**src/rtl/arp_pkg.sv**
```systemverilog
package arp_pkg;
  localparam int ARP_NCH = 6;
  localparam int ARP_SLOTS = 3;
  localparam int ARP_QD = ARP_NCH * ARP_SLOTS;
  localparam logic [2:0] SEL_LAST_CH = 3'h5;
  localparam logic [2:0] SEL_CYCLE = 3'h6;
  localparam logic [2:0] SEL_FIFO = 3'h7;
  localparam logic [11:0] TAG_PREFIX = 12'h800;
  localparam logic [1:0] PH_FIRST = 2'h0;
  // latency is printed as 16.5 sample clocks; counted in half cycles, rounded up
  localparam int LAT_HALF_CYC = 33;
  localparam logic [4:0] LAT_CYC = 5'((LAT_HALF_CYC + 1) / 2);
  localparam logic [15:0] DOUT_RST = 16'h0000;
  localparam logic [4:0] CNT_RST = 5'h00;

  typedef struct packed {
    logic cs_n;
    logic rd_n;
    logic sample_trigger_n;
    logic addr_append;
    logic byte_mode;
    logic mode_select_bit2;
    logic mode_select_bit1;
    logic mode_select_bit0;
  } arp_pins_t;

  typedef struct packed {
    logic addr_append;
    logic byte_mode;
    logic [2:0] sel;
  } arp_cfg_t;

  typedef struct packed {
    logic [2:0] chan;
    logic [15:0] data;
  } arp_res_t;

  localparam arp_pins_t PINS_IDLE = 8'hE0;
  localparam arp_cfg_t CFG_RST = 5'h00;
endpackage : arp_pkg

```
**src/rtl/arp_port.sv**
```systemverilog
module arp_fifo #(
  parameter int WIDTH = 19,
  parameter int DEPTH = 32
) (
  input wire logic clock,
  input wire logic sys_rst,
  input wire logic [WIDTH-1:0] in_data,
  input wire logic in_valid,
  output logic in_ready,
  output logic [WIDTH-1:0] out_data,
  output logic out_valid,
  input wire logic out_ready
);
  localparam int AW = $clog2(DEPTH);
  logic [WIDTH-1:0] mem [DEPTH];
  logic [AW-1:0] wp_ff;
  logic [AW-1:0] rp_ff;
  logic [AW:0] cnt_ff;
  logic wr;
  logic rd;

  assign wr = in_valid & in_ready;
  assign rd = out_valid & out_ready;
  assign in_ready = cnt_ff != (AW+1)'(DEPTH);
  assign out_valid = cnt_ff != '0;
  assign out_data = mem[rp_ff];

  always_ff @(posedge clock)
  begin
    if (wr)
      mem[wp_ff] <= in_data;
  end

  always_ff @(posedge clock or posedge sys_rst)
  begin
    if (sys_rst)
    begin
      wp_ff <= '0;
      rp_ff <= '0;
      cnt_ff <= '0;
    end
    else
    begin
      if (wr)
        wp_ff <= (wp_ff == AW'(DEPTH-1)) ? '0 : wp_ff + 1'b1;
      if (rd)
        rp_ff <= (rp_ff == AW'(DEPTH-1)) ? '0 : rp_ff + 1'b1;
      cnt_ff <= cnt_ff + (AW+1)'(wr) - (AW+1)'(rd);
    end
  end
endmodule : arp_fifo

module arp_port
  import arp_pkg::*;
#(
  parameter int BUF_DEPTH = 32
) (
  input wire logic clock,
  input wire logic sys_rst,
  input wire arp_pins_t pins,
  input wire arp_res_t res_data,
  input wire logic res_valid,
  output logic res_ready,
  output logic [15:0] db_out,
  output logic db_oe,
  output logic result_valid_flag
);
  arp_pins_t sync1_ff;
  arp_pins_t sync2_ff;
  arp_cfg_t cfg_s;
  arp_cfg_t cfg_lat_ff;
  arp_res_t buf_out;
  arp_res_t q_ff [ARP_QD];
  arp_res_t nxt_q [ARP_QD];
  arp_res_t src;
  logic [15:0] chan_reg_ff [ARP_NCH];
  logic [ARP_NCH-1:0] chan_seen_ff;
  logic [4:0] q_cnt_ff;
  logic [4:0] nxt_q_cnt;
  logic [4:0] lat_tmr_ff;
  logic [2:0] cptr_ff;
  logic [1:0] phase_ff;
  logic [1:0] cur_phase;
  logic [15:0] db_out_ff;
  logic db_oe_ff;
  logic act;
  logic act_d_ff;
  logic trig_d_ff;
  logic rd_start;
  logic rd_end;
  logic trig_fall;
  logic mode_chg;
  logic buf_valid;
  logic buf_in_ready;
  logic store_fire;
  logic pop;
  logic last_ph;
  logic armed_ff;
  logic src_vld;

  function automatic logic [1:0] last_phase(input arp_cfg_t c);
    logic [1:0] n;
    n = c.byte_mode ? 2'h1 : 2'h0;
    if (c.addr_append && c.sel >= SEL_CYCLE)
      n = n + 2'h1;
    return n;
  endfunction : last_phase

  function automatic logic [15:0] fmt(input arp_cfg_t c, input logic [1:0] ph,
                                      input arp_res_t r, input logic v);
    logic [1:0] dp;
    dp = (c.addr_append && c.sel >= SEL_CYCLE) ? ph - 2'h1 : ph;
    if (c.addr_append && c.sel >= SEL_CYCLE && ph == PH_FIRST)
    begin
      if (c.byte_mode)
        return {2{v, r.chan, r.data[3:0]}};
      return {TAG_PREFIX, v, r.chan};
    end
    if (!c.byte_mode)
      return r.data;
    // either byte lane carries the same byte
    return (dp == 2'h0) ? {2{r.data[7:0]}} : {2{r.data[15:8]}};
  endfunction : fmt

  // pins come from outside; first stage feeds only the second
  always_ff @(posedge clock or posedge sys_rst)
  begin
    if (sys_rst)
    begin
      sync1_ff <= PINS_IDLE;
      sync2_ff <= PINS_IDLE;
      act_d_ff <= 1'b0;
      trig_d_ff <= 1'b1;
    end
    else
    begin
      sync1_ff <= pins;
      sync2_ff <= sync1_ff;
      act_d_ff <= act;
      trig_d_ff <= sync2_ff.sample_trigger_n;
    end
  end

  assign act = ~sync2_ff.cs_n & ~sync2_ff.rd_n;
  assign rd_start = act & ~act_d_ff;
  assign rd_end = ~act & act_d_ff;
  assign trig_fall = trig_d_ff & ~sync2_ff.sample_trigger_n;
  assign cfg_s = {sync2_ff.addr_append, sync2_ff.byte_mode, sync2_ff.mode_select_bit2,
                  sync2_ff.mode_select_bit1, sync2_ff.mode_select_bit0};
  // address append has no meaning in direct mode, so it does not count as a change
  assign mode_chg = rd_start && (cfg_s.sel != cfg_lat_ff.sel
                    || cfg_s.byte_mode != cfg_lat_ff.byte_mode
                    || (cfg_s.sel >= SEL_CYCLE && cfg_s.addr_append != cfg_lat_ff.addr_append));
  assign cur_phase = mode_chg ? PH_FIRST : phase_ff;
  assign last_ph = phase_ff == last_phase(cfg_lat_ff);
  assign pop = rd_end && last_ph && armed_ff && cfg_lat_ff.sel == SEL_FIFO && q_cnt_ff != '0;
  // results are held back during a read so the word on the pins never changes under it
  assign store_fire = buf_valid & ~act & (lat_tmr_ff == CNT_RST);

  always_comb
  begin
    if (cfg_s.sel == SEL_FIFO)
    begin
      src = q_ff[0];
      src_vld = q_cnt_ff != '0;
    end
    else
    begin
      src.chan = (cfg_s.sel == SEL_CYCLE) ? cptr_ff : cfg_s.sel;
      src.data = chan_reg_ff[src.chan];
      src_vld = chan_seen_ff[src.chan];
    end
  end

  arp_fifo #(
    .WIDTH($bits(arp_res_t)),
    .DEPTH(BUF_DEPTH)
  ) u_buf (
    .clock(clock),
    .sys_rst(sys_rst),
    .in_data(res_data),
    .in_valid(res_valid),
    .in_ready(buf_in_ready),
    .out_data(buf_out),
    .out_valid(buf_valid),
    .out_ready(store_fire)
  );

  always_ff @(posedge clock or posedge sys_rst)
  begin
    if (sys_rst)
      lat_tmr_ff <= CNT_RST;
    else if (trig_fall)
      lat_tmr_ff <= LAT_CYC;
    else if (lat_tmr_ff != CNT_RST)
      lat_tmr_ff <= lat_tmr_ff - 5'h01;
  end

  always_comb
  begin
    nxt_q = q_ff;
    nxt_q_cnt = q_cnt_ff;
    if (pop)
    begin
      for (int i = 0; i < ARP_QD - 1; i++)
        nxt_q[i] = nxt_q[i+1];
      nxt_q_cnt = nxt_q_cnt - 5'h01;
    end
    if (store_fire)
    begin
      if (nxt_q_cnt == 5'(ARP_QD))
      begin
        for (int i = 0; i < ARP_QD - 1; i++)
          nxt_q[i] = nxt_q[i+1];
        nxt_q[ARP_QD-1] = buf_out;
      end
      else
      begin
        nxt_q[nxt_q_cnt] = buf_out;
        nxt_q_cnt = nxt_q_cnt + 5'h01;
      end
    end
  end

  // queue holds three slots per channel, shared in arrival order
  always_ff @(posedge clock or posedge sys_rst)
  begin
    if (sys_rst)
    begin
      q_cnt_ff <= CNT_RST;
      for (int i = 0; i < ARP_QD; i++)
        q_ff[i] <= '0;
    end
    else
    begin
      q_cnt_ff <= nxt_q_cnt;
      q_ff <= nxt_q;
    end
  end

  always_ff @(posedge clock or posedge sys_rst)
  begin
    if (sys_rst)
    begin
      chan_seen_ff <= '0;
      for (int i = 0; i < ARP_NCH; i++)
        chan_reg_ff[i] <= DOUT_RST;
    end
    else if (store_fire && buf_out.chan <= SEL_LAST_CH)
    begin
      chan_reg_ff[buf_out.chan] <= buf_out.data;
      chan_seen_ff[buf_out.chan] <= 1'b1;
    end
  end

  // read sequencing; the host keeps select steady while strobed
  always_ff @(posedge clock or posedge sys_rst)
  begin
    if (sys_rst)
    begin
      cfg_lat_ff <= CFG_RST;
      phase_ff <= PH_FIRST;
      cptr_ff <= 3'h0;
      armed_ff <= 1'b0;
    end
    else if (rd_start)
    begin
      cfg_lat_ff <= cfg_s;
      phase_ff <= cur_phase;
    end
    else if (rd_end)
    begin
      // first fifo read after reset only sets up the tag state
      if (cfg_lat_ff.sel == SEL_FIFO && !armed_ff)
        armed_ff <= 1'b1;
      else if (!last_ph)
        phase_ff <= phase_ff + 2'h1;
      else
      begin
        phase_ff <= PH_FIRST;
        if (cfg_lat_ff.sel == SEL_CYCLE)
          cptr_ff <= (cptr_ff == SEL_LAST_CH) ? 3'h0 : cptr_ff + 3'h1;
      end
    end
  end

  always_ff @(posedge clock or posedge sys_rst)
  begin
    if (sys_rst)
    begin
      db_out_ff <= DOUT_RST;
      db_oe_ff <= 1'b0;
      res_ready <= 1'b0;
      result_valid_flag <= 1'b0;
    end
    else
    begin
      db_oe_ff <= act;
      res_ready <= buf_in_ready;
      result_valid_flag <= nxt_q_cnt != '0;
      if (rd_start)
      begin
        if (cfg_s.sel == SEL_FIFO && q_cnt_ff == '0)
          db_out_ff <= DOUT_RST;
        else
          db_out_ff <= fmt(cfg_s, cur_phase, src, src_vld);
      end
    end
  end

  assign db_out = db_out_ff;
  assign db_oe = db_oe_ff;

  AST_OE_IDLE: assert property (@(posedge clock) disable iff (sys_rst)
    !act |=> !db_oe_ff) else $error("data driven outside read");
  AST_SEL_LATCH: assert property (@(posedge clock) disable iff (sys_rst)
    rd_start |=> cfg_lat_ff == $past(cfg_s)) else $error("select not latched");
  AST_DIRECT_WORD: assert property (@(posedge clock) disable iff (sys_rst)
    rd_start && cfg_s.sel <= SEL_LAST_CH && !cfg_s.byte_mode
    |=> db_out_ff == chan_reg_ff[cfg_lat_ff.sel]) else $error("direct word wrong");
  AST_EMPTY_ZERO: assert property (@(posedge clock) disable iff (sys_rst)
    rd_start && cfg_s.sel == SEL_FIFO && q_cnt_ff == '0 |=> db_out_ff == DOUT_RST)
    else $error("empty read not zero");
  AST_DEFER: assert property (@(posedge clock) disable iff (sys_rst)
    act |-> !store_fire) else $error("store during read");
  AST_WRAP: assert property (@(posedge clock) disable iff (sys_rst)
    rd_end && cfg_lat_ff.sel == SEL_CYCLE && last_ph && cptr_ff == SEL_LAST_CH
    |=> cptr_ff == 3'h0) else $error("cycle did not wrap");
  AST_DROP: assert property (@(posedge clock) disable iff (sys_rst)
    store_fire && !pop && q_cnt_ff == 5'(ARP_QD) |=> q_cnt_ff == 5'(ARP_QD))
    else $error("full queue count moved");
  AST_PUSH: assert property (@(posedge clock) disable iff (sys_rst)
    store_fire && !pop && q_cnt_ff < 5'(ARP_QD)
    |=> q_cnt_ff == $past(q_cnt_ff) + 5'h01 && q_ff[$past(q_cnt_ff)] == $past(buf_out))
    else $error("push slot wrong");
  AST_POP: assert property (@(posedge clock) disable iff (sys_rst)
    pop && !store_fire && q_cnt_ff > 5'h01 |=> q_ff[0] == $past(q_ff[1]))
    else $error("pop did not shift");
  AST_TAG_WORD: assert property (@(posedge clock) disable iff (sys_rst)
    rd_start && cfg_s.sel == SEL_FIFO && cfg_s.addr_append && !cfg_s.byte_mode
    && cur_phase == PH_FIRST && q_cnt_ff != '0
    |=> db_out_ff == {TAG_PREFIX, 1'b1, q_ff[0].chan}) else $error("tag word wrong");
  AST_LATENCY: assert property (@(posedge clock) disable iff (sys_rst)
    trig_fall |=> !store_fire [*8]) else $error("result stored too early");
  AST_PHASE_RST: assert property (@(posedge clock) disable iff (sys_rst)
    mode_chg |=> phase_ff == PH_FIRST) else $error("phase kept on mode change");

  CV_CYCLE_WRAP: cover property (@(posedge clock) disable iff (sys_rst)
    rd_end && cfg_lat_ff.sel == SEL_CYCLE && cptr_ff == SEL_LAST_CH && last_ph);
  CV_FIFO_FULL_DROP: cover property (@(posedge clock) disable iff (sys_rst)
    store_fire && q_cnt_ff == 5'(ARP_QD));
  CV_BYTE_TAG: cover property (@(posedge clock) disable iff (sys_rst)
    rd_end && cfg_lat_ff.byte_mode && cfg_lat_ff.addr_append && phase_ff == 2'h2);
  CV_BUF_FULL: cover property (@(posedge clock) disable iff (sys_rst) !buf_in_ready);
endmodule : arp_port

```
**config.mk**
```make
export PLATFORM = sky130hd
export DESIGN_NAME = arp_port
export DESIGN_NICKNAME = d
export VERILOG_FILES = /design/src/rtl/arp_pkg.sv /design/src/rtl/arp_port.sv
export SDC_FILE = /design/constraint.sdc
export NUM_CORES = 2
export LEC_CHECK = 0
export ABC_AREA = 1
export ABC_CLOCK_PERIOD_IN_PS = 21500
export BUFFER_PORTS_ARGS = -buffer_cell sky130_fd_sc_hd__buf_2
export CAP_MARGIN = 30
export CORE_MARGIN = 2
export CORE_UTILIZATION = 55
export CTS_BUF_LIST = sky130_fd_sc_hd__clkbuf_4 sky130_fd_sc_hd__clkbuf_8
export DETAILED_ROUTE_END_ITERATION = 10
export HOLD_SLACK_MARGIN = 0.02
export PLACE_DENSITY = 0.71
export SLEW_MARGIN = 20
export SYNTH_ARGS = -nofsm -noshare
export SYNTH_HDL_FRONTEND = slang
export SYNTH_HIERARCHICAL = 1
export SYNTH_SLANG_ARGS = --single-unit
export TNS_END_PERCENT = 30
```
**constraint.sdc**
```tcl
create_clock -name clock -period 21.5 [get_ports clock]
set_input_delay 1.075 -clock clock [delete_from_list [all_inputs] [get_ports clock]]
set_output_delay 1.075 -clock clock [all_outputs]
set_load 0.005 [all_outputs]
```
; Yosys cells after proc, flatten, opt, wreduce, memory -nomap -nowiden
; Memory sizes are Yosys's and may differ from the RTL's.
; Index checks and enable logic that the tools add are counted.
[totals]
register_bits = 517
latch_bits = 0
mem_bits_rw = 608
romBits = 0
out_inout_bits = 19
word_cells = 218
memories = 1
[op_classes]
n_addsub = 11
n_mul = 0
n_div = 0
order_cmp = 11
eq_ne = 14
shift = 0
muxes = 56
n_bitwise = 19
reduce_logical = 31
[mem_list]
columns = memory, words, word_bits, read_ports, rd_ports_with_merged_regs, write_ports, line_no
row1 = u_buf.mem, 32, 19, 1, 0, 1, arp_port.sv:15  ; logic [WIDTH-1:0] mem [DEPTH];
[op_table]
columns = cell, n
row1 = 342-bit two-way mux, 2
row2 = 342-bit bitwise mux, 1
row3 = 323-bit two-way mux, 1
row4 = 16-bit two-way mux, 11
row5 = 96-bit bitwise mux, 1
row6 = 19-bit demux with 5-bit select, 1
row7 = 16-bit binary-select mux with 3-bit select, 1
row8 = 16-bit demux with 3-bit select, 1
row9 = 19-bit two-way mux, 2
row10 = 5-bit two-way mux, 7
row11 = 1-bit two-way mux, 17
row12 = 5-bit by 1-bit adder with 5-bit output (second input constant), 3
row13 = 3-bit == test (second input constant), 5
row14 = 5-bit == test (second input constant), 3
row15 = 1-bit logical AND, 15
row16 = 5-bit nonzero test, 3
row17 = 2-bit two-way mux, 7
row18 = 5-bit zero test, 2
row19 = 5-bit by 1-bit subtractor with 5-bit output (second input constant), 2
row20 = 1-bit bitwise AND, 8
row21 = 4-bit >= comparator (second input constant), 2
row22 = 3-bit by 4-bit < comparator with 1-bit output (second input constant), 2
row23 = 3-bit inverter with 4-bit output, 2
row24 = 1-bit inverter, 7
row25 = 30 further kinds, 36

; Logic depth before layout (Yosys ltp)
[logic_depth]
word_depth = 17
ltp_mapped = 22

; By module
; Netlist, hierarchy kept.
[modules_own_cells]
columns = module, instances, cells_per_inst, area_per_inst_um2
row1 = arp_port, 1, 4319, 29940.0
row2 = arp_fifo, 1, 2487, 26664.3

; Worst setup path after synthesis
; Ideal clock, no wire load.
[synth_path]
path_kind = register to register
startpoint = reg lat_tmr_ff[0]
endpoint = reg u_buf.cnt_ff[4]
setup_ps = 79
arrival_ps = 3330
required_ps = 21421
setup_slack_ps = 18091
path_stages_with_launch = 20
path_buffers = 3
period_less_slack_ps = 3409
path_cell_list = dfrtp_1 inv_1 ha_1 nand2_1 nor2_1 nand3_1 inv_2 buf_2 clkbuf_1 clkbuf_1 nand2_1 inv_2 ha_1 inv_1 ha_1 fa_1 a21oi_1 nor2_1 nor2_1 xor2_1
[synth_between]
elab_chain_cells = 4
[synth_lines]
columns = item, line_no
row1 = "start, declared", arp_port.sv:80  ; logic [4:0] lat_tmr_ff;
row2 = "start signal, assigned", arp_port.sv:196  ; lat_tmr_ff <= lat_tmr_ff - 5'h01;
row3 = 5-bit zero test, arp_port.sv:158  ; assign store_fire = buf_valid & ~act & (lat_tmr_ff == CNT_RST);
row4 = 1-bit bitwise AND, arp_port.sv:158
row5 = net store_fire, arp_port.sv:95  ; logic store_fire;
row6 = 1-bit bitwise AND, arp_port.sv:23  ; assign rd = out_valid & out_ready;
row7 = net u_buf.rd, arp_port.sv:20  ; logic rd;
row8 = 6-bit by 1-bit subtractor with 6-bit output, arp_port.sv:48  ; cnt_ff <= cnt_ff + (AW+1)'(wr) - (AW+1)'(rd);
row9 = "end signal, assigned", arp_port.sv:48
row10 = "end, declared", arp_port.sv:18  ; logic [AW:0] cnt_ff;
; The timed path passes the listed nets, and every way through them passes these cells.
; A chain may end at the register's enable or synchronous reset.

==> impl_metrics.tcl <==
set metrics [dict create \
    synth-simple-area-share_pct 26.4 \
    synth_top_area_share_pct 32.3 \
    start_util_pct 55.6 \
    period_needed_ns 5.25 \
    cts.clk_slew.worst_paths_ns 0.06 \
    synthAdderAreaFrac_pct 0.566 \
    critPathKind "flip-flop to flip-flop" \
    wl_um 152000 \
    r2r_start "u_buf/rp_ff[0]" \
    fin_crit_sh_pct 24.4 \
    hold_viol_final 0 \
    p_leak_nw 30.8 \
    hpwl_um 90300 \
    ir_drop_v 0.0000945 \
    die_area_sq_mm 0.105 \
    setup_viol 0 \
    grt_start_max_net_pins 142 \
    ctsHoldBuffers 0 \
    yosys_warnings 6 \
    status "complete, no violations" \
    rrSetupSlack_ns 16.25 \
    syn-cell-area_sq_mm 0.0566 \
    fp.coreArea_sq_mm 0.102 \
    final_util_pct 60.3 \
    nFillCells 8828 \
    fin_setup_tns_ns 0 \
    rows 117 \
    regArea_sq_mm 0.0312 \
    cts_setup_buffers 0 \
    arrival_ns 6.02 \
    post_cts.resized_instances 0 \
    p_total_mw 8.03 \
    vias_per_cell 5.53 \
    synth_top_family_by_area "simple AND/OR/NAND/NOR gates" \
    routedWlPerCell_um 18.5 \
    dp.cells 7906 \
    pin_count 49 \
    worstSkewPairLatency_ns 0.92 \
    gp_congestion 0.867 \
    clk_path_buf_depth 3 \
    skew_ns 0.0544 \
    grt_usage_pct 28.7 \
    synth_edf_count 608 \
    layout.nets 6785 \
    grt-ovfl-total 0 \
    grt_pass1_wl_um 242000 \
    multiInputGateArea_sq_mm 0.0205 \
    synth_most_common_cell "nand2_1" \
    drive_above_1_share_pct 8.83 \
    p_per_area_mw_per_mm2 131 \
    grt_pass1_vias 43800 \
    rsz0062_at_grt "false" \
    synth_xor_xnor_area_share_pct 0.155 \
    syn_to_final_growth_pct 8.56 \
    syn-num-nets 6861 \
    synth.cells.most_frequent "nand2_1 (2188), inv_1 (800), nand3_1 (638)" \
    cts.sinks 1125 \
    cts_buffers 186 \
    cts_root_buffer "clkbuf_8" \
    yosysSeqAreaShare_pct 55.1 \
    r2r_cells 16 \
    ant_nets 0 \
    r2r_end "chan_reg_ff[45]" \
    drtIter0Drc 5150 \
    cp_max_fo 141 \
    hold_path.class "input port to asynchronous set/reset pin" \
    synth-compound-area-share_pct 6.45 \
    synth_cell_type_count 43 \
    vias 45500 \
    ys_seq_elements 1125 \
    drv_cap 0 \
    max_freq_mhz 190 \
    fp.dieH_um 325 \
    cts_htree_levels 4 \
    avgSynthCellArea_sq_um 8.32 \
    yosys.area.top_type "edfxtp_1" \
    synth.area.top_cells "edfxtp_1 (32%), dfrtp_1 (23%), nand2_1 (15%), nand3_1 (5.6%), inv_1 (5.3%)" \
    port_buffers 48 \
    relSlewSlack_pct 34.4 \
    post_synth_mux_area_share_pct 2.48 \
    cts_tree "yes" \
    layout.cells.non_filler 8225 \
    grt_antenna_before_repair 1 \
    critPathLaunch "u_buf/rp_ff[0]" \
    synth_cells 6806 \
    async_flop_share_pct 46.0 \
    ys.flop_type "edfxtp_1" \
    worst-slew-pin-transition_ns 0.985 \
    drt_pass1_iterations 8 \
    slew_viol_final 0 \
    crit_path_end_kind "flip-flop" \
    cp-start-kind "flip-flop" \
    drc 0 \
    required_ns 22.27 \
    fp.dieW_um 325 \
]
-- power breakdown --
group	switching, mW	internal [mW]	total [mW]
Sequential	0.313	2.75	3.07
Combinational	2.19	0.877	3.07
Clock	0.882	1.01	1.90
-- routing by layer --
| metal | part of all wire (%) | track usage, % |
|---|---|---|
| met5 | 0 | 0 |
| met4 | 4.3 | 13.2 |
| met2 | 47 | 46.7 |
| met1 | 42 | 38.0 |
| met3 | 7.1 | 4.36 |
-- final cells by class --
cell class,count,area share (%)
Antenna cell,3,0.0122
Clock buffer,275,5.40
Clock inverter,37,0.568
Inverter,821,5.06
Multi-Input combinational cell,4450,33.4
Sequential cell,1125,50.8
Tap cell,1368,2.79
Timing Repair Buffer,146,1.98
-- placed cells by master (no fill, tap or decap), types with 48 or more instances in the layout --
master / synthesis / layout
o21ai_0: 333 / 333
nor2_1: 508 / 480
buf_4: 29 / 83
mux2i_1: 140 / 140
a21oi_1: 136 / 136
dfrtp_1: 510 / 508
o21ai_1: 184 / 184
nand3_1: 638 / 637
clkbuf_8: 0 / 200
buf_2: 173 / 48
or2_2: 54 / 54
inv_1: 800 / 798
clkbuf_4: 0 / 75
nand2_1: 2188 / 2188
nand4_1: 112 / 112
edfxtp_1: 608 / 608
-- registers in the layout (all words and copies together) (netlist names), 6 cells and up --
register / count
u_buf/mem: 608
q_ff: 342
chan_reg_ff: 96
db_out: 16
sync1_ff: 8
chan_seen_ff: 6
u_buf/cnt_ff: 6
-- critical path, cell delays in order, from the launching register on --
cell and delay (ns):
dfrtp_4 0.79, buf_4 0.77, buf_12 0.48, nand2_1 0.10, nand2_1 0.10, nand2_1 0.05
nand3_1 0.13, nand3_1 0.10, nand2_1 0.19, nand2_1 0.07, inv_1 0.62, inv_1 0.37
nor3_1 0.26, inv_1 0.34, buf_8 0.28, a21oi_1 0.16, inv_1 0.05
-- kinds of logic after synthesis --
kind of cell | count (synthesis)
AOI/OAI and AO/OA | 705
xor gates and xnor gates | 10
adders and majority gates | 25
buffers and inverters | 1231
DFF | 1125
muxes | 140
and+or+nand+nor | 3570
-- worst max path at each step --
stage	depth (start not counted)	slack, ns	end
2_1_floorplan	1	6.45	armed_ff
3_3_place_gp	15	15.93	q_ff[208]
3_5_place_dp	18	16.23	q_ff[77]
4_1_cts	18	16.19	q_ff[88]
5_1_grt	16	15.92	chan_reg_ff[46]
6_report	16	16.25	chan_reg_ff[45]
-- per-stage QoR --
stage,instance area [sq um],worst slack [ns],hold slack (ns)
detailed placement,57700,16.23,0.336
global route,61400,15.92,0.251
floorplan,56600,6.45,0.331
global placement,57500,15.93,0.334
CTS,61300,16.19,0.214
finish,61400,16.25,0.213
(Power assumes the default switching activity.)
